===== config.mk =====
export PLATFORM = sky130hd
export DESIGN_NAME = txcu_top
export DESIGN_NICKNAME = d
export VERILOG_FILES = /design/src/hdl/txcu_pkg.sv /design/src/hdl/txcu_lane_en.sv /design/src/hdl/txcu_span.sv /design/src/hdl/txcu_top.sv
export SDC_FILE = /design/constraint.sdc
export NUM_CORES = 1
export LEC_CHECK = 0
export ABC_AREA = 1
export BUFFER_PORTS_ARGS = -buffer_cell sky130_fd_sc_hd__buf_2
export CAP_MARGIN = 20
export CORE_ASPECT_RATIO = 1.5
export CORE_MARGIN = 3
export CORE_UTILIZATION = 45
export DETAILED_ROUTE_END_ITERATION = 12
export PLACE_DENSITY_LB_ADDON = 0.15
export SLEW_MARGIN = 25
export SYNTH_ARGS = -nofsm -noshare
export SYNTH_HDL_FRONTEND = slang
export SYNTH_SLANG_ARGS = --single-unit

===== constraint.sdc =====
create_clock -name CLK_SYS -period 6.3 [get_ports CLK_SYS]
set_input_delay 1.575 -clock CLK_SYS [delete_from_list [all_inputs] [get_ports CLK_SYS]]
set_output_delay 1.575 -clock CLK_SYS [all_outputs]
set_load 0.03 [all_outputs]

===== src/hdl/txcu_pkg.sv =====
// txcu_pkg: field layout, register map and shared helpers of the command word unpacker
package txcu_pkg;

   // ---------------------------------------------
   // first command word fields
   // ---------------------------------------------
   localparam int A_ALIGN_HI = 25;
   localparam int A_ALIGN_LO = 24;
   localparam int A_OFF_HI = 20;
   localparam int A_OFF_LO = 16;
   localparam int A_FS_BIT = 13;
   localparam int A_LS_BIT = 12;
   localparam int A_SIZE_HI = 10;
   localparam logic [31:0] A_RSVD_MASK = 32'h7CE0C800;

   // ---------------------------------------------
   // second command word fields
   // ---------------------------------------------
   localparam int B_TAG_HI = 31;
   localparam int B_TAG_LO = 16;
   localparam int B_NOCRC_BIT = 13;
   localparam int B_NOPAD_BIT = 12;
   localparam int B_LEN_HI = 10;

   // ---------------------------------------------
   // end alignment codes and round-up masks
   // ---------------------------------------------
   localparam logic [1:0] ALIGN_4 = 2'h0;
   localparam logic [1:0] ALIGN_16 = 2'h1;
   localparam logic [1:0] ALIGN_32 = 2'h2;
   localparam logic [1:0] ALIGN_RSVD = 2'h3;
   localparam logic [12:0] MASK_4 = 13'h0003;
   localparam logic [12:0] MASK_16 = 13'h000F;
   localparam logic [12:0] MASK_32 = 13'h001F;

   // ---------------------------------------------
   // register map
   // ---------------------------------------------
   localparam logic [3:0] REG_STATUS = 4'h0;
   localparam logic [3:0] REG_MASK = 4'h4;
   localparam logic [3:0] REG_LASTPKT = 4'h8;
   localparam logic [3:0] REG_INFO = 4'hC;
   localparam int ST_TXE = 0;
   localparam int ST_PKT = 1;
   localparam int ST_W = 2;
   localparam logic [ST_W-1:0] STATUS_RST = 2'h0;
   localparam logic [ST_W-1:0] MASK_RST = 2'h0;

   typedef enum logic [1:0] {TXCU_CMDA, TXCU_CMDB, TXCU_DATA} txcu_state_e;

   // round a byte count up to the boundary given by a low-bit mask
   function automatic logic [12:0] txcu_round_up(input logic [12:0] v, input logic [12:0] m);
      return (v + m) & ~m;
   endfunction : txcu_round_up

endpackage : txcu_pkg


===== src/hdl/txcu_lane_en.sv =====
// txcu_lane_en: byte enables of one payload word
`timescale 1ns/10ps
`default_nettype none
module txcu_lane_en
(
   input wire logic first,
   input wire logic last,
   input wire logic [1:0] first_lane,
   input wire logic [1:0] last_lane,
   output logic [3:0] be
);
   always_comb
   begin
      for (int i = 0; i < 4; i++)
      begin
         be[i] = (!first || (2'(i) >= first_lane)) && (!last || (2'(i) <= last_lane));
      end
   end
endmodule : txcu_lane_en
`default_nettype wire


===== src/hdl/txcu_span.sv =====
// txcu_span: word counts of one buffer from offset, size and end alignment
`timescale 1ns/10ps
`default_nettype none
module txcu_span
   import txcu_pkg::*;
(
   input wire logic [4:0] off,
   input wire logic [10:0] size,
   input wire logic [1:0] align,
   output logic [2:0] skip,
   output logic [10:0] payload,
   output logic [10:0] total,
   output logic [1:0] last_lane
);
   logic [12:0] amask;
   logic [12:0] tot_bytes;
   logic [12:0] pay_bytes;

   always_comb
   begin
      case (align)
         ALIGN_16: amask = MASK_16;
         ALIGN_32: amask = MASK_32;
         default: amask = MASK_4;
      endcase
   end

   assign skip = off[4:2];
   assign tot_bytes = txcu_round_up({8'h00, off} + {2'h0, size}, amask);
   assign pay_bytes = txcu_round_up({11'h000, off[1:0]} + {2'h0, size}, MASK_4);
   assign total = tot_bytes[12:2];
   assign payload = pay_bytes[12:2];
   assign last_lane = 2'(off[1:0] + size[1:0] - 2'h1);

endmodule : txcu_span
`default_nettype wire


===== src/hdl/txcu_top.sv =====
// txcu_top: transmit command word unpacker with register port and interrupt
// ---------------------------------------------
// Summary of operation
// - bits 20:16 give start offset 0-31
// - bit 13 marks first segment
// - bit 12 marks last segment
// - bits 10:0 give buffer payload bytes
// - compute and discard trailing pad words
// - sum buffer sizes, flag length mismatch
// - copy tag into packet status
// - bit 13 suppresses appended frame check
// - no-pad bit keeps frame check appended
// - bits 10:0 give packet length, checked
// - payload starts at third word
// - offset low bits pick first lane
// - offset high bits skip whole words
// - lane map 00..11 to bytes 0..3
// - end alignment 4/16/32, code 11 reserved
// - second word equal across packet buffers
// ---------------------------------------------
//
// The plain strobed port and the register offsets were decided locally.
`timescale 1ns/10ps
`default_nettype none
module txcu_top
   import txcu_pkg::*;
(
   input wire logic CLK_SYS,
   input wire logic NRST,
   input wire logic [31:0] WR_DATA,
   input wire logic WR_VALID,
   input wire logic [3:0] REG_ADDR,
   input wire logic [31:0] REG_WDATA,
   input wire logic REG_WR,
   input wire logic REG_RD,
   output logic [31:0] REG_RDATA,
   output logic [31:0] TXD_DATA,
   output logic [3:0] TXD_BE,
   output logic TXD_VALID,
   output logic TXD_SOP,
   output logic TXD_EOP,
   output logic TXD_NOCRC,
   output logic TXD_NOPAD,
   output logic STAT_VALID,
   output logic [15:0] STAT_TAG,
   output logic STAT_ERR,
   output logic IRQ
);
   // ---------------------------------------------
   // state and held command fields
   // ---------------------------------------------
   txcu_state_e state;
   txcu_state_e next_state;
   logic [10:0] idx;
   logic [31:0] a_word;
   logic [31:0] b_saved;
   logic in_pkt;
   logic pkt_err;
   logic [11:0] acc;
   logic [11:0] next_acc;
   logic [ST_W-1:0] status;
   logic [ST_W-1:0] mask;
   logic [ST_W-1:0] next_status;
   logic [ST_W-1:0] next_mask;
   logic [15:0] last_tag;
   logic last_err;

   logic [4:0] a_off;
   logic [10:0] a_size;
   logic [1:0] a_align;
   logic a_fs;
   logic a_ls;
   logic [2:0] skip;
   logic [10:0] payload;
   logic [10:0] total;
   logic [1:0] last_lane;
   logic [10:0] skip_ext;
   logic [10:0] pay_end;
   logic [3:0] be;
   logic wr_a;
   logic wr_b;
   logic wr_d;
   logic in_pay;
   logic pay_first;
   logic pay_last;
   logic buf_end;
   logic pkt_end;
   logic [31:0] b_cur;
   logic b_mismatch;
   logic orphan;
   logic align_bad;
   logic len_bad;
   logic txe_evt;

   assign a_off = a_word[A_OFF_HI:A_OFF_LO];
   assign a_size = a_word[A_SIZE_HI:0];
   assign a_align = a_word[A_ALIGN_HI:A_ALIGN_LO];
   assign a_fs = a_word[A_FS_BIT];
   assign a_ls = a_word[A_LS_BIT];

   txcu_span u_span
   (
      .off(a_off),
      .size(a_size),
      .align(a_align),
      .skip(skip),
      .payload(payload),
      .total(total),
      .last_lane(last_lane)
   );

   // first lane from offset low bits
   txcu_lane_en u_lane
   (
      .first(pay_first),
      .last(pay_last),
      .first_lane(a_off[1:0]),
      .last_lane(last_lane),
      .be(be)
   );

   // ---------------------------------------------
   // word classification
   // ---------------------------------------------
   assign wr_a = WR_VALID && (state == TXCU_CMDA);
   assign wr_b = WR_VALID && (state == TXCU_CMDB);
   assign wr_d = WR_VALID && (state == TXCU_DATA);
   assign skip_ext = {8'h00, skip};
   assign pay_end = skip_ext + payload;
   // words below skip carry no payload
   assign in_pay = wr_d && (idx >= skip_ext) && (idx < pay_end);
   assign pay_first = (idx == skip_ext);
   assign pay_last = (idx == pay_end - 11'h001);
   // buffer ends after the last pad word
   assign buf_end = (wr_b && (total == 11'h000)) || (wr_d && (idx == total - 11'h001));
   assign pkt_end = buf_end && a_ls;
   assign b_cur = wr_b ? WR_DATA : b_saved;

   // ---------------------------------------------
   // error detection
   // ---------------------------------------------
   // repeated second word must match
   assign b_mismatch = wr_b && !a_fs && in_pkt && (WR_DATA != b_saved);
   assign orphan = wr_b && !a_fs && !in_pkt;
   assign align_bad = wr_b && (a_align == ALIGN_RSVD);
   assign len_bad = pkt_end && (next_acc != {1'b0, b_cur[B_LEN_HI:0]});
   assign txe_evt = b_mismatch || orphan || align_bad || len_bad;

   always_comb
   begin
      next_acc = acc;
      if (wr_b)
      begin
         next_acc = (a_fs ? 12'h000 : acc) + {1'b0, a_size};
      end
   end

   // ---------------------------------------------
   // word sequencer
   // ---------------------------------------------
   // fixed order of words
   always_comb
   begin
      next_state = state;
      case (state)
         TXCU_CMDA: if (wr_a) next_state = TXCU_CMDB;
         TXCU_CMDB: if (wr_b) next_state = buf_end ? TXCU_CMDA : TXCU_DATA;
         TXCU_DATA: if (buf_end) next_state = TXCU_CMDA;
         default: next_state = TXCU_CMDA;
      endcase
   end

   always_ff @(posedge CLK_SYS)
   begin
      if (!NRST)
      begin
         state <= TXCU_CMDA;
      end
      else
      begin
         state <= next_state;
      end
   end

   // data index starts at third word
   always_ff @(posedge CLK_SYS)
   begin
      if (!NRST)
      begin
         idx <= 11'h000;
      end
      else if (wr_b)
      begin
         idx <= 11'h000;
      end
      else if (wr_d)
      begin
         idx <= idx + 11'h001;
      end
   end

   always_ff @(posedge CLK_SYS)
   begin
      if (!NRST)
      begin
         a_word <= 32'h00000000;
      end
      else if (wr_a)
      begin
         a_word <= WR_DATA;
      end
   end

   // packet context: second word, byte sum, open packet
   always_ff @(posedge CLK_SYS)
   begin
      if (!NRST)
      begin
         b_saved <= 32'h00000000;
         acc <= 12'h000;
         in_pkt <= 1'b0;
         pkt_err <= 1'b0;
      end
      else
      begin
         acc <= next_acc;
         if (wr_b && (a_fs || !in_pkt))
         begin
            b_saved <= WR_DATA;
         end
         if (pkt_end)
         begin
            in_pkt <= 1'b0;
            pkt_err <= 1'b0;
         end
         else
         begin
            if (wr_b)
            begin
               in_pkt <= 1'b1;
            end
            if (wr_b && a_fs)
            begin
               pkt_err <= txe_evt;
            end
            else if (txe_evt)
            begin
               pkt_err <= 1'b1;
            end
         end
      end
   end

   // ---------------------------------------------
   // payload word output
   // ---------------------------------------------
   always_ff @(posedge CLK_SYS)
   begin
      if (!NRST)
      begin
         TXD_DATA <= 32'h00000000;
         TXD_BE <= 4'h0;
         TXD_VALID <= 1'b0;
         TXD_SOP <= 1'b0;
         TXD_EOP <= 1'b0;
         TXD_NOCRC <= 1'b0;
         TXD_NOPAD <= 1'b0;
      end
      else
      begin
         TXD_VALID <= in_pay;
         TXD_BE <= in_pay ? be : 4'h0;
         TXD_SOP <= in_pay && pay_first && a_fs;
         TXD_EOP <= in_pay && pay_last && a_ls;
         if (in_pay)
         begin
            TXD_DATA <= WR_DATA;
            TXD_NOCRC <= b_saved[B_NOCRC_BIT] && !b_saved[B_NOPAD_BIT];
            TXD_NOPAD <= b_saved[B_NOPAD_BIT];
         end
      end
   end

   always_ff @(posedge CLK_SYS)
   begin
      if (!NRST)
      begin
         STAT_VALID <= 1'b0;
         STAT_TAG <= 16'h0000;
         STAT_ERR <= 1'b0;
         last_tag <= 16'h0000;
         last_err <= 1'b0;
      end
      else
      begin
         STAT_VALID <= pkt_end;
         if (pkt_end)
         begin
            STAT_TAG <= b_cur[B_TAG_HI:B_TAG_LO];
            STAT_ERR <= txe_evt || (pkt_err && !(wr_b && a_fs));
            last_tag <= b_cur[B_TAG_HI:B_TAG_LO];
            last_err <= txe_evt || (pkt_err && !(wr_b && a_fs));
         end
      end
   end

   // ---------------------------------------------
   // registers and interrupt
   // ---------------------------------------------
   // sticky transmit error flag, set beats clear
   always_comb
   begin
      next_status = status;
      next_mask = mask;
      if (REG_WR && (REG_ADDR == REG_STATUS))
      begin
         next_status = status & ~REG_WDATA[ST_W-1:0];
      end
      if (REG_WR && (REG_ADDR == REG_MASK))
      begin
         next_mask = REG_WDATA[ST_W-1:0];
      end
      next_status[ST_TXE] = next_status[ST_TXE] || txe_evt;
      next_status[ST_PKT] = next_status[ST_PKT] || pkt_end;
   end

   always_ff @(posedge CLK_SYS)
   begin
      if (!NRST)
      begin
         status <= STATUS_RST;
         mask <= MASK_RST;
         IRQ <= 1'b0;
      end
      else
      begin
         status <= next_status;
         mask <= next_mask;
         IRQ <= |(next_status & next_mask);
      end
   end

   always_ff @(posedge CLK_SYS)
   begin
      if (!NRST)
      begin
         REG_RDATA <= 32'h00000000;
      end
      else if (REG_RD)
      begin
         case (REG_ADDR)
            REG_STATUS: REG_RDATA <= {30'h00000000, status};
            REG_MASK: REG_RDATA <= {30'h00000000, mask};
            REG_LASTPKT: REG_RDATA <= {last_tag, 15'h0000, last_err};
            REG_INFO: REG_RDATA <= {13'h0000, in_pkt, state, 4'h0, acc};
            default: REG_RDATA <= 32'h00000000;
         endcase
      end
      else
      begin
         REG_RDATA <= 32'h00000000;
      end
   end
endmodule : txcu_top
`default_nettype wire


# After elaboration in Yosys (flattened, before gate mapping)
# Index checks and enable logic that the tools add are counted.
word_totals:
  ff_bits: 181
  wordCells: 138
op_classes:
  add_sub_neg: 11
  magnitude_cmp: 10
  n_eq_ne: 16
  mux: 14
  bitwise_logic: 6
  n_reduce_logical: 60
op_table:
  columns: ["op", "count"]
  rows:
  - ["case mux 32 bit (4 select lines)", 1]
  - ["two-way mux 32 bit", 1]
  - ["!= test 32 bit", 1]
  - ["logical AND 1 bit", 28]
  - ["two-way mux 12 bit", 2]
  - ["equality test 11 bit", 2]
  - ["subtractor 11 x 1 -> 11 bit, second input constant", 2]
  - ["logical OR 1 bit", 16]
  - ["adder 13 x 2 -> 13 bit, second input constant", 1]
  - ["adder 13 x 5 -> 13 bit", 1]
  - ["bitwise AND 13 bit", 1]
  - ["inverter 5 -> 13 bit", 1]
  - ["adder 12 x 11 -> 12 bit", 1]
  - ["adder 2 x 11 -> 12 bit", 1]
  - ["adder 5 x 11 -> 12 bit", 1]
  - ["two-way mux 2 bit", 6]
  - ["!= test 12 x 11 -> 1 bit", 1]
  - ["adder 11 x 1 -> 11 bit, second input constant", 1]
  - ["adder 3 x 11 -> 11 bit", 1]
  - ["equality test 11 x 3 -> 1 bit", 1]
  - [">= comparator 11 x 3 -> 1 bit", 1]
  - ["logical NOT 11 bit", 1]
  - ["< comparator 11 bit", 1]
  - ["case mux 5 bit (2 select lines)", 1]
  - ["23 further kinds", 43]

# Logic depth before layout (Yosys ltp)
# Gate-level depths: netlist of the first run.
logic_depth:
  ltp_word: 14
  ltp_mapped: 33
  depth_no_buf: 33

# By module
# From an unflattened synthesis of the first run, not the netlist that was laid out.
hier_totals:
  hier_cells: 1511
  area_unflattened_um2: 10025.9
modules_own_cells:
  columns: ["module", "n_inst", "cells_each", "area_each_um2"]
  rows:
  - ["txcu_top", 1, 1365, 9186.3]
  - ["txcu_span", 1, 134, 787.0]
  - ["txcu_lane_en", 1, 12, 52.6]

# Least setup slack after synthesis of the first run
# No wires, ideal clock.
synth_timing:
  kind: "flip-flop to flip-flop"
  start: "reg a_word[16]"
  end: "reg TXD_DATA[3]"
  setup_time_ns: 0.129
  t_arrival_ns: 4.522
  required_time_ns: 6.171
  path_slack_ns: 1.649
  stages_incl_launch_ff: 27
  synth_period_minus_slack_ns: 4.651
  cell_sequence: "dfxtp_1 > ha_1 > inv_1 > fa_1 > nand2_1 > inv_1 > nor2_1 > inv_1 > nand2_1 > inv_1 > ha_1 > inv_1 > fa_1 > or2_2 > nand2_1 > nand4_1 > o21ai_0 > nand2_2 > ha_1 > a21oi_1 > o21ai_0 > a221oi_1 > nand2_1 > inv_1 > clkbuf_1 > clkbuf_1 > a21oi_1"
synth_via:
  elab_chain_len: 5
synth_lines:
  columns: ["item", "line", "rtl"]
  rows:
  - ["start, declared", "txcu_top.sv:55", "logic [31:0] a_word;"]
  - ["start signal, assigned", "txcu_top.sv:206", "a_word <= 32'h00000000;"]
  - ["start signal, assigned", "txcu_top.sv:210", "a_word <= WR_DATA;"]
  - ["adder 2 x 11 -> 12 bit", "txcu_span.sv:30", "assign pay_bytes = txcu_round_up({11'h000, off[1:0]} + {2'h0, size}, MASK_4);"]
  - ["adder 13 x 2 -> 13 bit", "txcu_pkg.sv:53", "return (v + m) & ~m;"]
  - ["adder 3 x 11 -> 11 bit", "txcu_top.sv:129", "assign pay_end = skip_ext + payload;"]
  - ["< comparator 11 bit", "txcu_top.sv:131", "assign in_pay = wr_d && (idx >= skip_ext) && (idx < pay_end);"]
  - ["logical AND 1 bit", "txcu_top.sv:131", null]
  - ["end signal, assigned", "txcu_top.sv:261", "TXD_DATA <= 32'h00000000;"]
  - ["end signal, assigned", "txcu_top.sv:277", "TXD_DATA <= WR_DATA;"]
  - ["end, declared", "txcu_top.sv:37", "output logic [31:0] TXD_DATA,"]
# Every way passes these cells.
# A chain may end at the register's enable or synchronous reset.

# Worst setup path after layout of the first run
layout_timing:
  start: "reg a_word[0]"
  end: "reg TXD_DATA[30]"
# Same word-level chain as after synthesis.

==> flow_metrics.py, run 1 <==
metrics = {
    "status": {
        "outcome": "finished, final reports clean",
    },
    "routing": {
        "drt_iter0_markers": 427,
        "first_pass_iters": 5,
        "drc": 0,
        "ant_nets": 0,
        "wl_per_cell_um": 15.76,
        "vias_per_cell": 5.140,
        "wirelength_mm": 29.65,
        "vias": 9669,
    },
    "sta": {
        "max_freq_mhz": 175.8,
        "maxSlewHeadroom": 0.4031,
        "final.min_clock_period_ns": 5.688,
        "timing.hold.ws_ns": 0.4499,
        "tightest_slew_ns": 0.8931,
        "period_share": 0.9028,
        "rsz0062_at_grt": "false",
        "tns_ns": 0,
        "final_hold_viol_count": 0,
        "clock_skew_ns": 0.009969,
        "finalWorstSetupSlack_ns": 0.6121,
        "slew_viol_final": 0,
        "setup_viol": 0,
    },
    "setup_path": {
        "cp.required_ns": 6.67,
        "critical_path.most_common_cell": "nand2_1",
        "start_kind": "flop",
        "path_buf_inv": 7,
        "crit_arrival_ns": 6.06,
        "endpoint_kind": "flop",
        "cpPeakStageDelay_ns": 0.47,
        "crit_family": "simple AND/OR/NAND/NOR gates",
        "crit_type": "flop to flop",
        "critical-path-slowest-cell": "fa_1",
        "cp_max_fo": 56,
    },
    "cts": {
        "postCtsHoldBufs": 0,
        "cts_setup_buffers": 0,
        "path_clk_slew_ns": 0.07,
        "cts_buffers": 17,
        "clock_path_buffers": 2,
        "h-tree-depth": 4,
        "cts_tree": "yes",
        "clk_latency_ns": 0.44,
        "clock-sinks": 171,
        "ctsResizeCount": 0,
        "cts-root-buf": "clkbuf_16",
    },
    "synthesis": {
        "yosysTopAreaCellShare": 0.3403,
        "ys_types": 49,
        "ys_seq_elements": 171,
        "syn-cell-area_mm2": 0.01006,
        "yosysSeqAreaShare": 0.3403,
        "ys_warn_count": 0,
        "synthCells": 1487,
        "synthTopCellsByArea": "dfxtp_1 34%, nand2_1 12%, o21ai_0 7.3%",
        "yosys.area.top_type": "dfxtp_1",
        "syn_avg_cell_area_um2": 6.765,
    },
    "grt": {
        "grt_max_degree": 88,
        "antenna_found_initial": 1,
        "grt_pass1_vias": 9346,
        "grt_pass1_wl_mm": 46.65,
        "grt_overflow": 0,
        "grtUsageTotal": 0.2452,
    },
    "pwr": {
        "p_per_area_mw_per_mm2": 259.1,
        "finalPower_mw": 2.981,
        "worst_ir_drop_vdd_mv": 0.2177,
        "p_leak_nw": 5.599,
    },
    "placement": {
        "gp_congestion": 0.8771,
        "io_buffer_count": 130,
        "numPlacedInstances": 1849,
        "detailed_place.area_mm2": 0.01089,
        "detailed_place_hpwl_mm": 23.14,
        "dp_slack_ns": 0.6450,
    },
    "layout": {
        "multi_input_area_mm2": 0.005692,
        "synthToLayoutAreaGrowth_pct": 14.35,
        "nets": 1715,
        "regArea_mm2": 0.003423,
        "utilization": 0.5277,
        "antennaDiodeCount": 0,
        "drive_gt1_frac": 0.1516,
        "final_cells": 1881,
        "n_fill_cell": 2264,
        "fin_area_mm2": 0.01150,
    },
    "worst_hold_path": {
        "hold_path_class": "flop to flop",
    },
    "floorplan": {
        "core-area_mm2": 0.02180,
        "initial_core_util": 0.4614,
        "die_height_um": 189.1,
        "die_area_mm2": 0.02422,
        "rows": 66,
        "pin_count": 165,
        "fp.dieW_um": 128.1,
    },
    "job": {
        "max_cap_violations": 0,
    },
}
sequential cells by signal (all words and copies together), names as in the netlist:
signal / flops
IRQ: 1
REG_RDATA: 28
STAT_VALID: 1
TXD_BE: 4
TXD_DATA: 32
TXD_EOP: 1
TXD_NOCRC: 1
TXD_NOPAD: 1
TXD_SOP: 1
TXD_VALID: 1
a_word: 20
acc: 12
b_saved: 32
idx: 11
in_pkt: 1
last_err: 1
last_tag: 16
mask: 2
pkt_err: 1
state: 2
status: 2
where the power goes:
part | leakage, nW | internal [mW] | switching (mW) | total [mW]
Combinational | 3.91 | 0.236 | 0.462 | 0.698
Sequential | 1.39 | 1.12 | 0.0494 | 1.17
Clock | 0.298 | 0.634 | 0.478 | 1.11
cell type report:
| type | instances | share of cell area |
|---|---|---|
| inverters | 195 | 0.06363 |
| well taps | 272 | 0.02958 |
| clock buffers | 18 | 0.03731 |
| repair buffers | 137 | 0.06113 |
| flip-flops and latches | 171 | 0.2976 |
| multi-input cells | 1074 | 0.4948 |
| clock inverters | 14 | 0.01599 |
synthesized netlist by cell type (all sizes together):
master   instances
conb             2
nand2          343
a221oi           2
a31oi            3
xor2            31
clkbuf          38
a21boi           1
nand3          123
clkinv           4
o21ai          158
nor2           142
nor3            44
buf             12
o211ai           1
a21oi          107
o21bai           1
a41oi            1
mux2i            4
nor4             4
and2             1
o22ai            3
inv            191
ha              43
fa               3
nor4b            1
nand4           19
o2111ai          1
dfxtp          171
nor3b            1
or2              9
nand3b           3
xnor2           20
placed cells by master (no fill, tap or decap), types with 17 or more instances in the layout:
master and count:
nor3_1 42, nand2_1 317, ha_1 43, xnor2_1 19
a21oi_1 106, nand2_2 23, xor2_1 31, buf_2 130
clkbuf_16 17, o21ai_0 146, nor2_1 129, inv_1 185
dfxtp_1 171, nand3_1 113, nand4_1 18
worst min-delay path: stages, from the launching register on:
cell and delay (ns):
dfxtp_1 0.31, nand2_1 0.06, nor2_1 0.04
cells by family (layout without fill, tap and decap cells):
group / Yosys count / after routing / synth area share
AO/OA/AOI/OAI: 278 / 278 / 0.1450
AND/OR/NAND/NOR: 690 / 690 / 0.3093
buffers and inverters: 245 / 364 / 0.09602
flip-flops: 171 / 171 / 0.3403
other: 2 / 5 / 0.0007465
adder cells (fa/ha/maj): 46 / 46 / 0.05945
multiplexers: 4 / 4 / 0.003980
XOR/XNOR: 51 / 51 / 0.04515
final timing paths:
kind,startpoint,endpoint,slack (ns),cells after the start
min reg2reg,acc[11],REG_RDATA[11],0.45,2
max reg2reg,a_word[0],TXD_DATA[30],0.61,29
min,acc[11],REG_RDATA[11],0.45,2
max,a_word[0],TXD_DATA[30],0.61,29
per-layer routing:
layer	part of all wire	routed length, um	vias up	track usage
li1	-	-	5033	-
met2	0.55	16410	193	0.4774
met3	0.036	1060	66	0.04064
met4	0.042	1250	2	0.1168
met1	0.37	10910	4375	0.2462
met5	0.00044	13	-	0
Note: power is estimated with default switching activity, not from simulation.
==> run 2: changes to the inputs <==
--- a/config.mk
+++ b/config.mk
@@ -7,10 +7,11 @@
 export LEC_CHECK = 0
 export ABC_AREA = 1
-export BUFFER_PORTS_ARGS = -buffer_cell sky130_fd_sc_hd__buf_2
 export CAP_MARGIN = 20
 export CORE_ASPECT_RATIO = 1.5
 export CORE_MARGIN = 3
 export CORE_UTILIZATION = 45
+export CTS_BUF_LIST = sky130_fd_sc_hd__clkbuf_2
 export DETAILED_ROUTE_END_ITERATION = 12
+export DONT_BUFFER_PORTS = 1
 export PLACE_DENSITY_LB_ADDON = 0.15
 export SLEW_MARGIN = 25
==> constraint.sdc (replaced) <==
create_clock -name CLK_SYS -period 6.3 [get_ports CLK_SYS]
set_input_delay 1.26 -clock CLK_SYS [delete_from_list [all_inputs] [get_ports CLK_SYS]]
set_output_delay 1.26 -clock CLK_SYS [all_outputs]
set_load 0.03 [all_outputs]
==> run 2 against run 1 <==
- worst setup slack better by 0.081 ns
- largest power group unchanged
- critical path type unchanged
- total power down 16%
- register-to-register slack improved by 0.08 ns
- clock skew up 0.025 ns
- non-clock buffer count down 130
- combinational power fell by 7.4%
- critical path depth increased by 3
- final cell count decreased by 6.9%
- utilization is 4.5 points lower
==> flow_metrics.py, run 2 (synthesized netlist as in run 1, its figures left out) <==
metrics = {
    "floorplan": {
        "fp.dieW_um": 128.1,
        "rows": 66,
        "die_area_mm2": 0.02422,
        "die_height_um": 189.1,
        "initial_core_util": 0.4614,
        "core-area_mm2": 0.02180,
        "pin_count": 165,
    },
    "cts": {
        "ctsResizeCount": 0,
        "postCtsHoldBufs": 0,
        "path_clk_slew_ns": 0.25,
        "clock_path_buffers": 2,
        "cts_setup_buffers": 0,
        "cts_tree": "yes",
        "cts_buffers": 17,
        "clock-sinks": 171,
        "clk_latency_ns": 0.79,
        "cts-root-buf": "clkbuf_2",
        "h-tree-depth": 4,
    },
    "sta": {
        "rsz0062_at_grt": "false",
        "slew_viol_final": 0,
        "max_freq_mhz": 178.4,
        "clock_skew_ns": 0.03516,
        "tns_ns": 0,
        "setup_viol": 0,
        "maxSlewHeadroom": 0.3917,
        "final_hold_viol_count": 0,
        "period_share": 0.8899,
        "tightest_slew_ns": 0.9102,
        "final.min_clock_period_ns": 5.607,
        "finalWorstSetupSlack_ns": 0.6934,
    },
    "status": {
        "outcome": "finished, final reports clean",
    },
    "setup_path": {
        "cp.required_ns": 7.05,
        "start_kind": "flop",
        "critical-path-slowest-cell": "dfxtp_1",
        "critical_path_depth": 32,
        "cpPeakStageDelay_ns": 0.49,
        "crit_family": "simple AND/OR/NAND/NOR gates",
        "cp_max_fo": 13,
        "endpoint_kind": "flop",
        "worst-r2r-cell-count": 32,
        "path_buf_inv": 8,
        "crit_type": "flop to flop",
        "crit_arrival_ns": 6.36,
    },
    "placement": {
        "gp_congestion": 0.9009,
        "numPlacedInstances": 1719,
        "io_buffer_count": 0,
        "detailed_place_hpwl_mm": 22.71,
        "dp_slack_ns": 0.5963,
    },
    "routing": {
        "wl_met3_mm": 1.257,
        "vias_per_cell": 5.262,
        "top_layer": "met4",
        "wl_met1_mm": 10.35,
        "wirelength_mm": 29.12,
        "first_pass_iters": 5,
        "ant_nets": 0,
        "dr_wl_met2_mm": 16.04,
        "drc": 0,
        "wl_per_cell_um": 16.62,
        "drt_iter0_markers": 523,
        "vias": 9219,
    },
    "grt": {
        "grtUsageTotal": 0.2435,
        "grt_pass1_wl_mm": 46.10,
        "antenna_found_initial": 1,
        "grt_overflow": 0,
        "grt_pass1_vias": 8786,
        "grt_max_degree": 90,
    },
    "pwr": {
        "pwr-share-clk": 0.267,
        "p_sw_frac": 0.3573,
        "p_per_area_mw_per_mm2": 238.3,
        "power.switching_mw": 0.8969,
        "power.internal_mw": 1.613,
        "p_comb_frac": 0.258,
        "p_seq_frac": 0.475,
        "p_leak_nw": 4.810,
        "worst_ir_drop_vdd_mv": 0.1808,
    },
    "job": {
        "max_cap_violations": 0,
    },
    "worst_hold_path": {
        "hold_path_depth": 2,
        "hold_path_class": "flop to flop",
    },
    "layout": {
        "n_fill_cell": 2354,
        "synthToLayoutAreaGrowth_pct": 4.690,
        "mostFrequentLayoutCells": "316 x nand2_1, 185 x inv_1, 171 x dfxtp_1",
        "reg_top3": "TXD_DATA: 32 flops, b_saved: 32 flops, REG_RDATA: 28 flops",
        "nets": 1585,
        "final_cells": 1752,
        "drive_gt1_frac": 0.07776,
        "final_common_cell": "nand2_1",
    },
}
run 2: cell count changes in the layout (fill, tap and decap cells not counted), sizes merged:
cell / change
buf: -130
bufinv: +1
clkinvlp: +1
diode: +1
inv: -2
run 2: metrics by stage:
| stage | utilization | power, mW | cell area, um^2 | hold slack [ns] |
|---|---|---|---|---|
| detailed placement | 0.4697 | 1.862 | 10240 | 0.4562 |
| global placement | 0.4697 | 1.852 | 10240 | 0.4516 |
| global route | 0.4831 | 2.669 | 10530 | 0.5008 |
| floorplan | - | 1.710 | 10070 | 0.4230 |
| finish | 0.4831 | 2.510 | 10530 | 0.4766 |
| CTS | 0.4827 | 2.534 | 10520 | 0.4838 |
run 2: power groups by stage:
| stage | combinational (mW) | sequential, mW | clock [mW] |
|---|---|---|---|
| after floorplan | 0.524 | 1.19 | 0 |
| after global placement | 0.639 | 1.21 | 0 |
| after detailed placement | 0.648 | 1.21 | 0 |
| after CTS | 0.652 | 1.19 | 0.689 |
| after global routing | 0.745 | 1.20 | 0.724 |
| final | 0.646 | 1.19 | 0.670 |
run 2: cell type report:
class	count	area, um^2	area share
antenna	1	2.502	0.0002376
sequential	171	3423	0.3251
tap	272	340.3	0.03232
timing repair buffer	7	56.30	0.005346
inverter	195	732.0	0.06950
multi-input combinational	1074	5694	0.5407
clock inverter	14	192.7	0.01830
clock buffer	18	90.09	0.008554
run 2: final timing paths:
kind         startpoint  slack, ns             to
max           a_word[0]       0.69      TXD_BE[2]
min             acc[11]       0.48  REG_RDATA[11]
max reg2reg   a_word[0]       0.69      TXD_BE[2]
min reg2reg     acc[11]       0.48  REG_RDATA[11]
run 2: routing by layer:
layer  vias to the layer above  track usage
met5                         -            0
met4                         0       0.1213
met3                        66      0.04996
met2                       203       0.4639
met1                      4162       0.2449
li1                       4788            -
run 2: tightest hold or removal path, cell delays in order, from the launching register on:
cell,delay (ns)
dfxtp_1,0.37
nand2_1,0.06
nor2_1,0.04
==> run 3: changes to the inputs <==
ABC_AREA = not set   (was 1)
SETUP_SLACK_MARGIN = 0.4   (was not set)
TNS_END_PERCENT = 100   (was not set)
==> run 3 against run 2 <==
- first-iteration DRC count decreased by 25%
- sequential share of layout area decreased by 0.30 points
- die area increased by 1.1%
- largest power group unchanged
==> flow_metrics.py, run 3 <==
metrics = {
    "layout": {
        "reg_top3": "TXD_DATA: 32 flops, b_saved: 32 flops, REG_RDATA: 28 flops",
        "final_common_cell": "nand2_1",
        "drive_gt1_frac": 0.06137,
        "final_cells": 1544,
        "utilization": 0.4841,
        "fin_area_mm2": 0.01063,
        "mostFrequentLayoutCells": "250 x nand2_1, 170 x dfxtp_1, 136 x a21oi_1",
        "n_fill_cell": 2224,
        "synthToLayoutAreaGrowth_pct": 4.501,
        "nets": 1377,
    },
    "sta": {
        "tightest_slew_ns": 0.9651,
        "slew_viol_final": 0,
        "timing.hold.ws_ns": 0.4915,
        "max_freq_mhz": 181.8,
        "maxSlewHeadroom": 0.3566,
        "rsz0062_at_grt": "false",
        "final_hold_viol_count": 0,
        "finalWorstSetupSlack_ns": 0.8003,
        "tns_ns": 0,
        "period_share": 0.8730,
        "final.min_clock_period_ns": 5.500,
        "setup_viol": 0,
        "clock_skew_ns": 0.02771,
    },
    "synthesis": {
        "netlist_top_cells_count": "250 x nand2_1, 171 x dfxtp_1, 136 x a21oi_1",
        "synth_compound_area_frac": 0.1784,
        "synth-simple-area-share": 0.2414,
        "yosys.area.top_type": "dfxtp_1",
        "synth-xor-area-share": 0.1083,
        "yosysSeqAreaShare": 0.3364,
        "synth_top_family_by_area": "simple AND/OR/NAND/NOR gates",
        "synthAdderAreaFrac": 0.05878,
        "syn_avg_cell_area_um2": 7.839,
        "synthTopCellsByArea": "dfxtp_1 34%, nand2_1 9.2%, xnor2_1 7.6%",
        "yosysTopAreaCellShare": 0.3364,
        "ys_seq_elements": 171,
        "syn-cell-area_mm2": 0.01017,
        "ys_warn_count": 0,
        "synthArstFlopShare": 0,
        "synthCells": 1298,
        "yosysMostFrequentCell": "nand2_1",
        "synth_edf_count": 0,
        "synth_mux_area_frac": 0.03185,
        "ys.flop_type": "dfxtp_1",
        "ys_types": 81,
    },
    "cts": {
        "h-tree-depth": 4,
        "path_clk_slew_ns": 0.27,
        "clock-sinks": 171,
        "cts_buffers": 17,
        "clk_latency_ns": 0.80,
        "cts-root-buf": "clkbuf_2",
        "clock_path_buffers": 2,
        "cts_tree": "yes",
        "postCtsHoldBufs": 0,
    },
    "routing": {
        "first_pass_iters": 5,
        "wl_per_cell_um": 18.88,
        "wirelength_mm": 29.14,
        "drt_iter0_markers": 390,
        "drc": 0,
        "vias": 8863,
        "ant_nets": 0,
        "vias_per_cell": 5.740,
    },
    "grt": {
        "grt_pass1_wl_mm": 45.87,
        "grtUsageTotal": 0.2363,
        "grt_max_degree": 89,
        "grt_pass1_vias": 8596,
        "antenna_found_initial": 1,
        "grt_overflow": 0,
    },
    "setup_path": {
        "crit_type": "flop to flop",
        "cp_max_fo": 34,
        "endpoint_kind": "flop",
        "cp.required_ns": 6.96,
        "r2r_slack_ns": 0.80,
        "crit_arrival_ns": 6.15,
        "start_kind": "flop",
    },
    "placement": {
        "numPlacedInstances": 1511,
        "io_buffer_count": 0,
        "dp_slack_ns": 0.6010,
        "gp_congestion": 0.9077,
        "detailed_place.area_mm2": 0.01036,
        "detailed_place_hpwl_mm": 21.75,
    },
    "pwr": {
        "worst_ir_drop_vdd_mv": 0.1904,
        "finalPower_mw": 2.478,
        "p_leak_nw": 3.990,
        "p_per_area_mw_per_mm2": 233.0,
    },
    "worst_hold_path": {
        "hold_path_class": "flop to flop",
    },
    "floorplan": {
        "initial_core_util": 0.4632,
        "die_height_um": 190.2,
        "pin_count": 165,
        "fp.dieW_um": 128.8,
        "die_area_mm2": 0.02449,
        "core-area_mm2": 0.02197,
        "rows": 66,
    },
    "job": {
        "max_cap_violations": 0,
    },
    "status": {
        "outcome": "finished, final reports clean",
    },
}
run 3: changes by cell type in the layout (fill, tap and decap cells not counted), moves of 25 or more:
| cell | delta |
|---|---|
| xnor2_1 | +69 |
| inv_1 | -159 |
| nor2_1 | -72 |
| nand2_1 | -66 |
| a21oi_1 | +30 |
| and2_1 | +31 |
| o21ai_0 | -92 |
| nand3_1 | -62 |
| mux2i_1 | +25 |
run 3: repair_timing:
action | in CTS | in global routing
endpoints found under the setup margin | 0 | 40
endpoints found under the hold margin | 0 | 0
setup buffers | 0 | 0
gates resized for setup | 0 | 6
run 3: area by class of cell:
| cell class | instances | area [um^2] | area share |
|---|---|---|---|
| Multi-Input combinational cell | 1024 | 6374 | 0.5994 |
| Clock buffer | 18 | 90.09 | 0.008473 |
| Tap cell | 272 | 340.3 | 0.03201 |
| Inverter | 28 | 106.4 | 0.01000 |
| Sequential cell | 171 | 3425 | 0.3221 |
| Timing Repair Buffer | 16 | 132.6 | 0.01247 |
| Antenna cell | 1 | 2.502 | 0.0002353 |
| Clock inverter | 14 | 162.7 | 0.01530 |
run 3: cells by family (layout without fill, tap and decap cells):
kind of cell             count (synthesis)  after routing
XOR/XNOR                               121            121
multiplexers                            31             31
flip-flops                             171            171
other                                    2              6
adder cells (fa/ha/maj)                 46             46
AO/OA/AOI/OAI                          297            297
AND/OR/NAND/NOR                        524            524
buffers and inverters                  106             76
run 3: worst max-delay path, stage by stage, from the launching register on:
cell,delay (ns)
dfxtp_2,0.42
ha_1,0.20
inv_1,0.07
fa_2,0.54
nand2b_2,0.16
and3_1,0.23
nor2_1,0.11
a21oi_1,0.08
xnor2_1,0.22
inv_1,0.08
fa_1,0.43
nor2b_1,0.22
nor3_1,0.12
a221oi_2,0.32
nor2_1,0.09
xor2_1,0.27
inv_1,0.12
ha_1,0.28
o21a_1,0.10
o21a_1,0.17
o21a_1,0.17
o21a_1,0.20
o2111a_1,0.26
buf_4,0.24
o21ai_0,0.19
a21oi_1,0.08
run 3: routing by layer:
layer	global-route usage	wire length, um	part of all wire	vias to the layer above
li1	-	-	-	4422
met4	0.09539	984	0.034	0
met5	0	0	0	-
met1	0.2684	11640	0.40	4204
met3	0.04129	1082	0.037	48
met2	0.4305	15440	0.53	189
run 3: path summary, 6_finish.rpt:
path                             startpoint           end  cells past startpoint
worst max-delay path              a_word[0]  TXD_DATA[29]                     25
worst min-delay path            b_saved[11]   b_saved[11]                      2
worst max register to register    a_word[0]  TXD_DATA[29]                     25
worst min register to register  b_saved[11]   b_saved[11]                      2
run 3: power breakdown:
part / internal [mW] / leakage [nW] / switching (mW) / total, mW
sequential: 1.12 / 1.38 / 0.0566 / 1.17
combinational: 0.280 / 2.46 / 0.410 / 0.690
clock: 0.193 / 0.145 / 0.422 / 0.615
total: 1.59 / 3.99 / 0.889 / 2.48
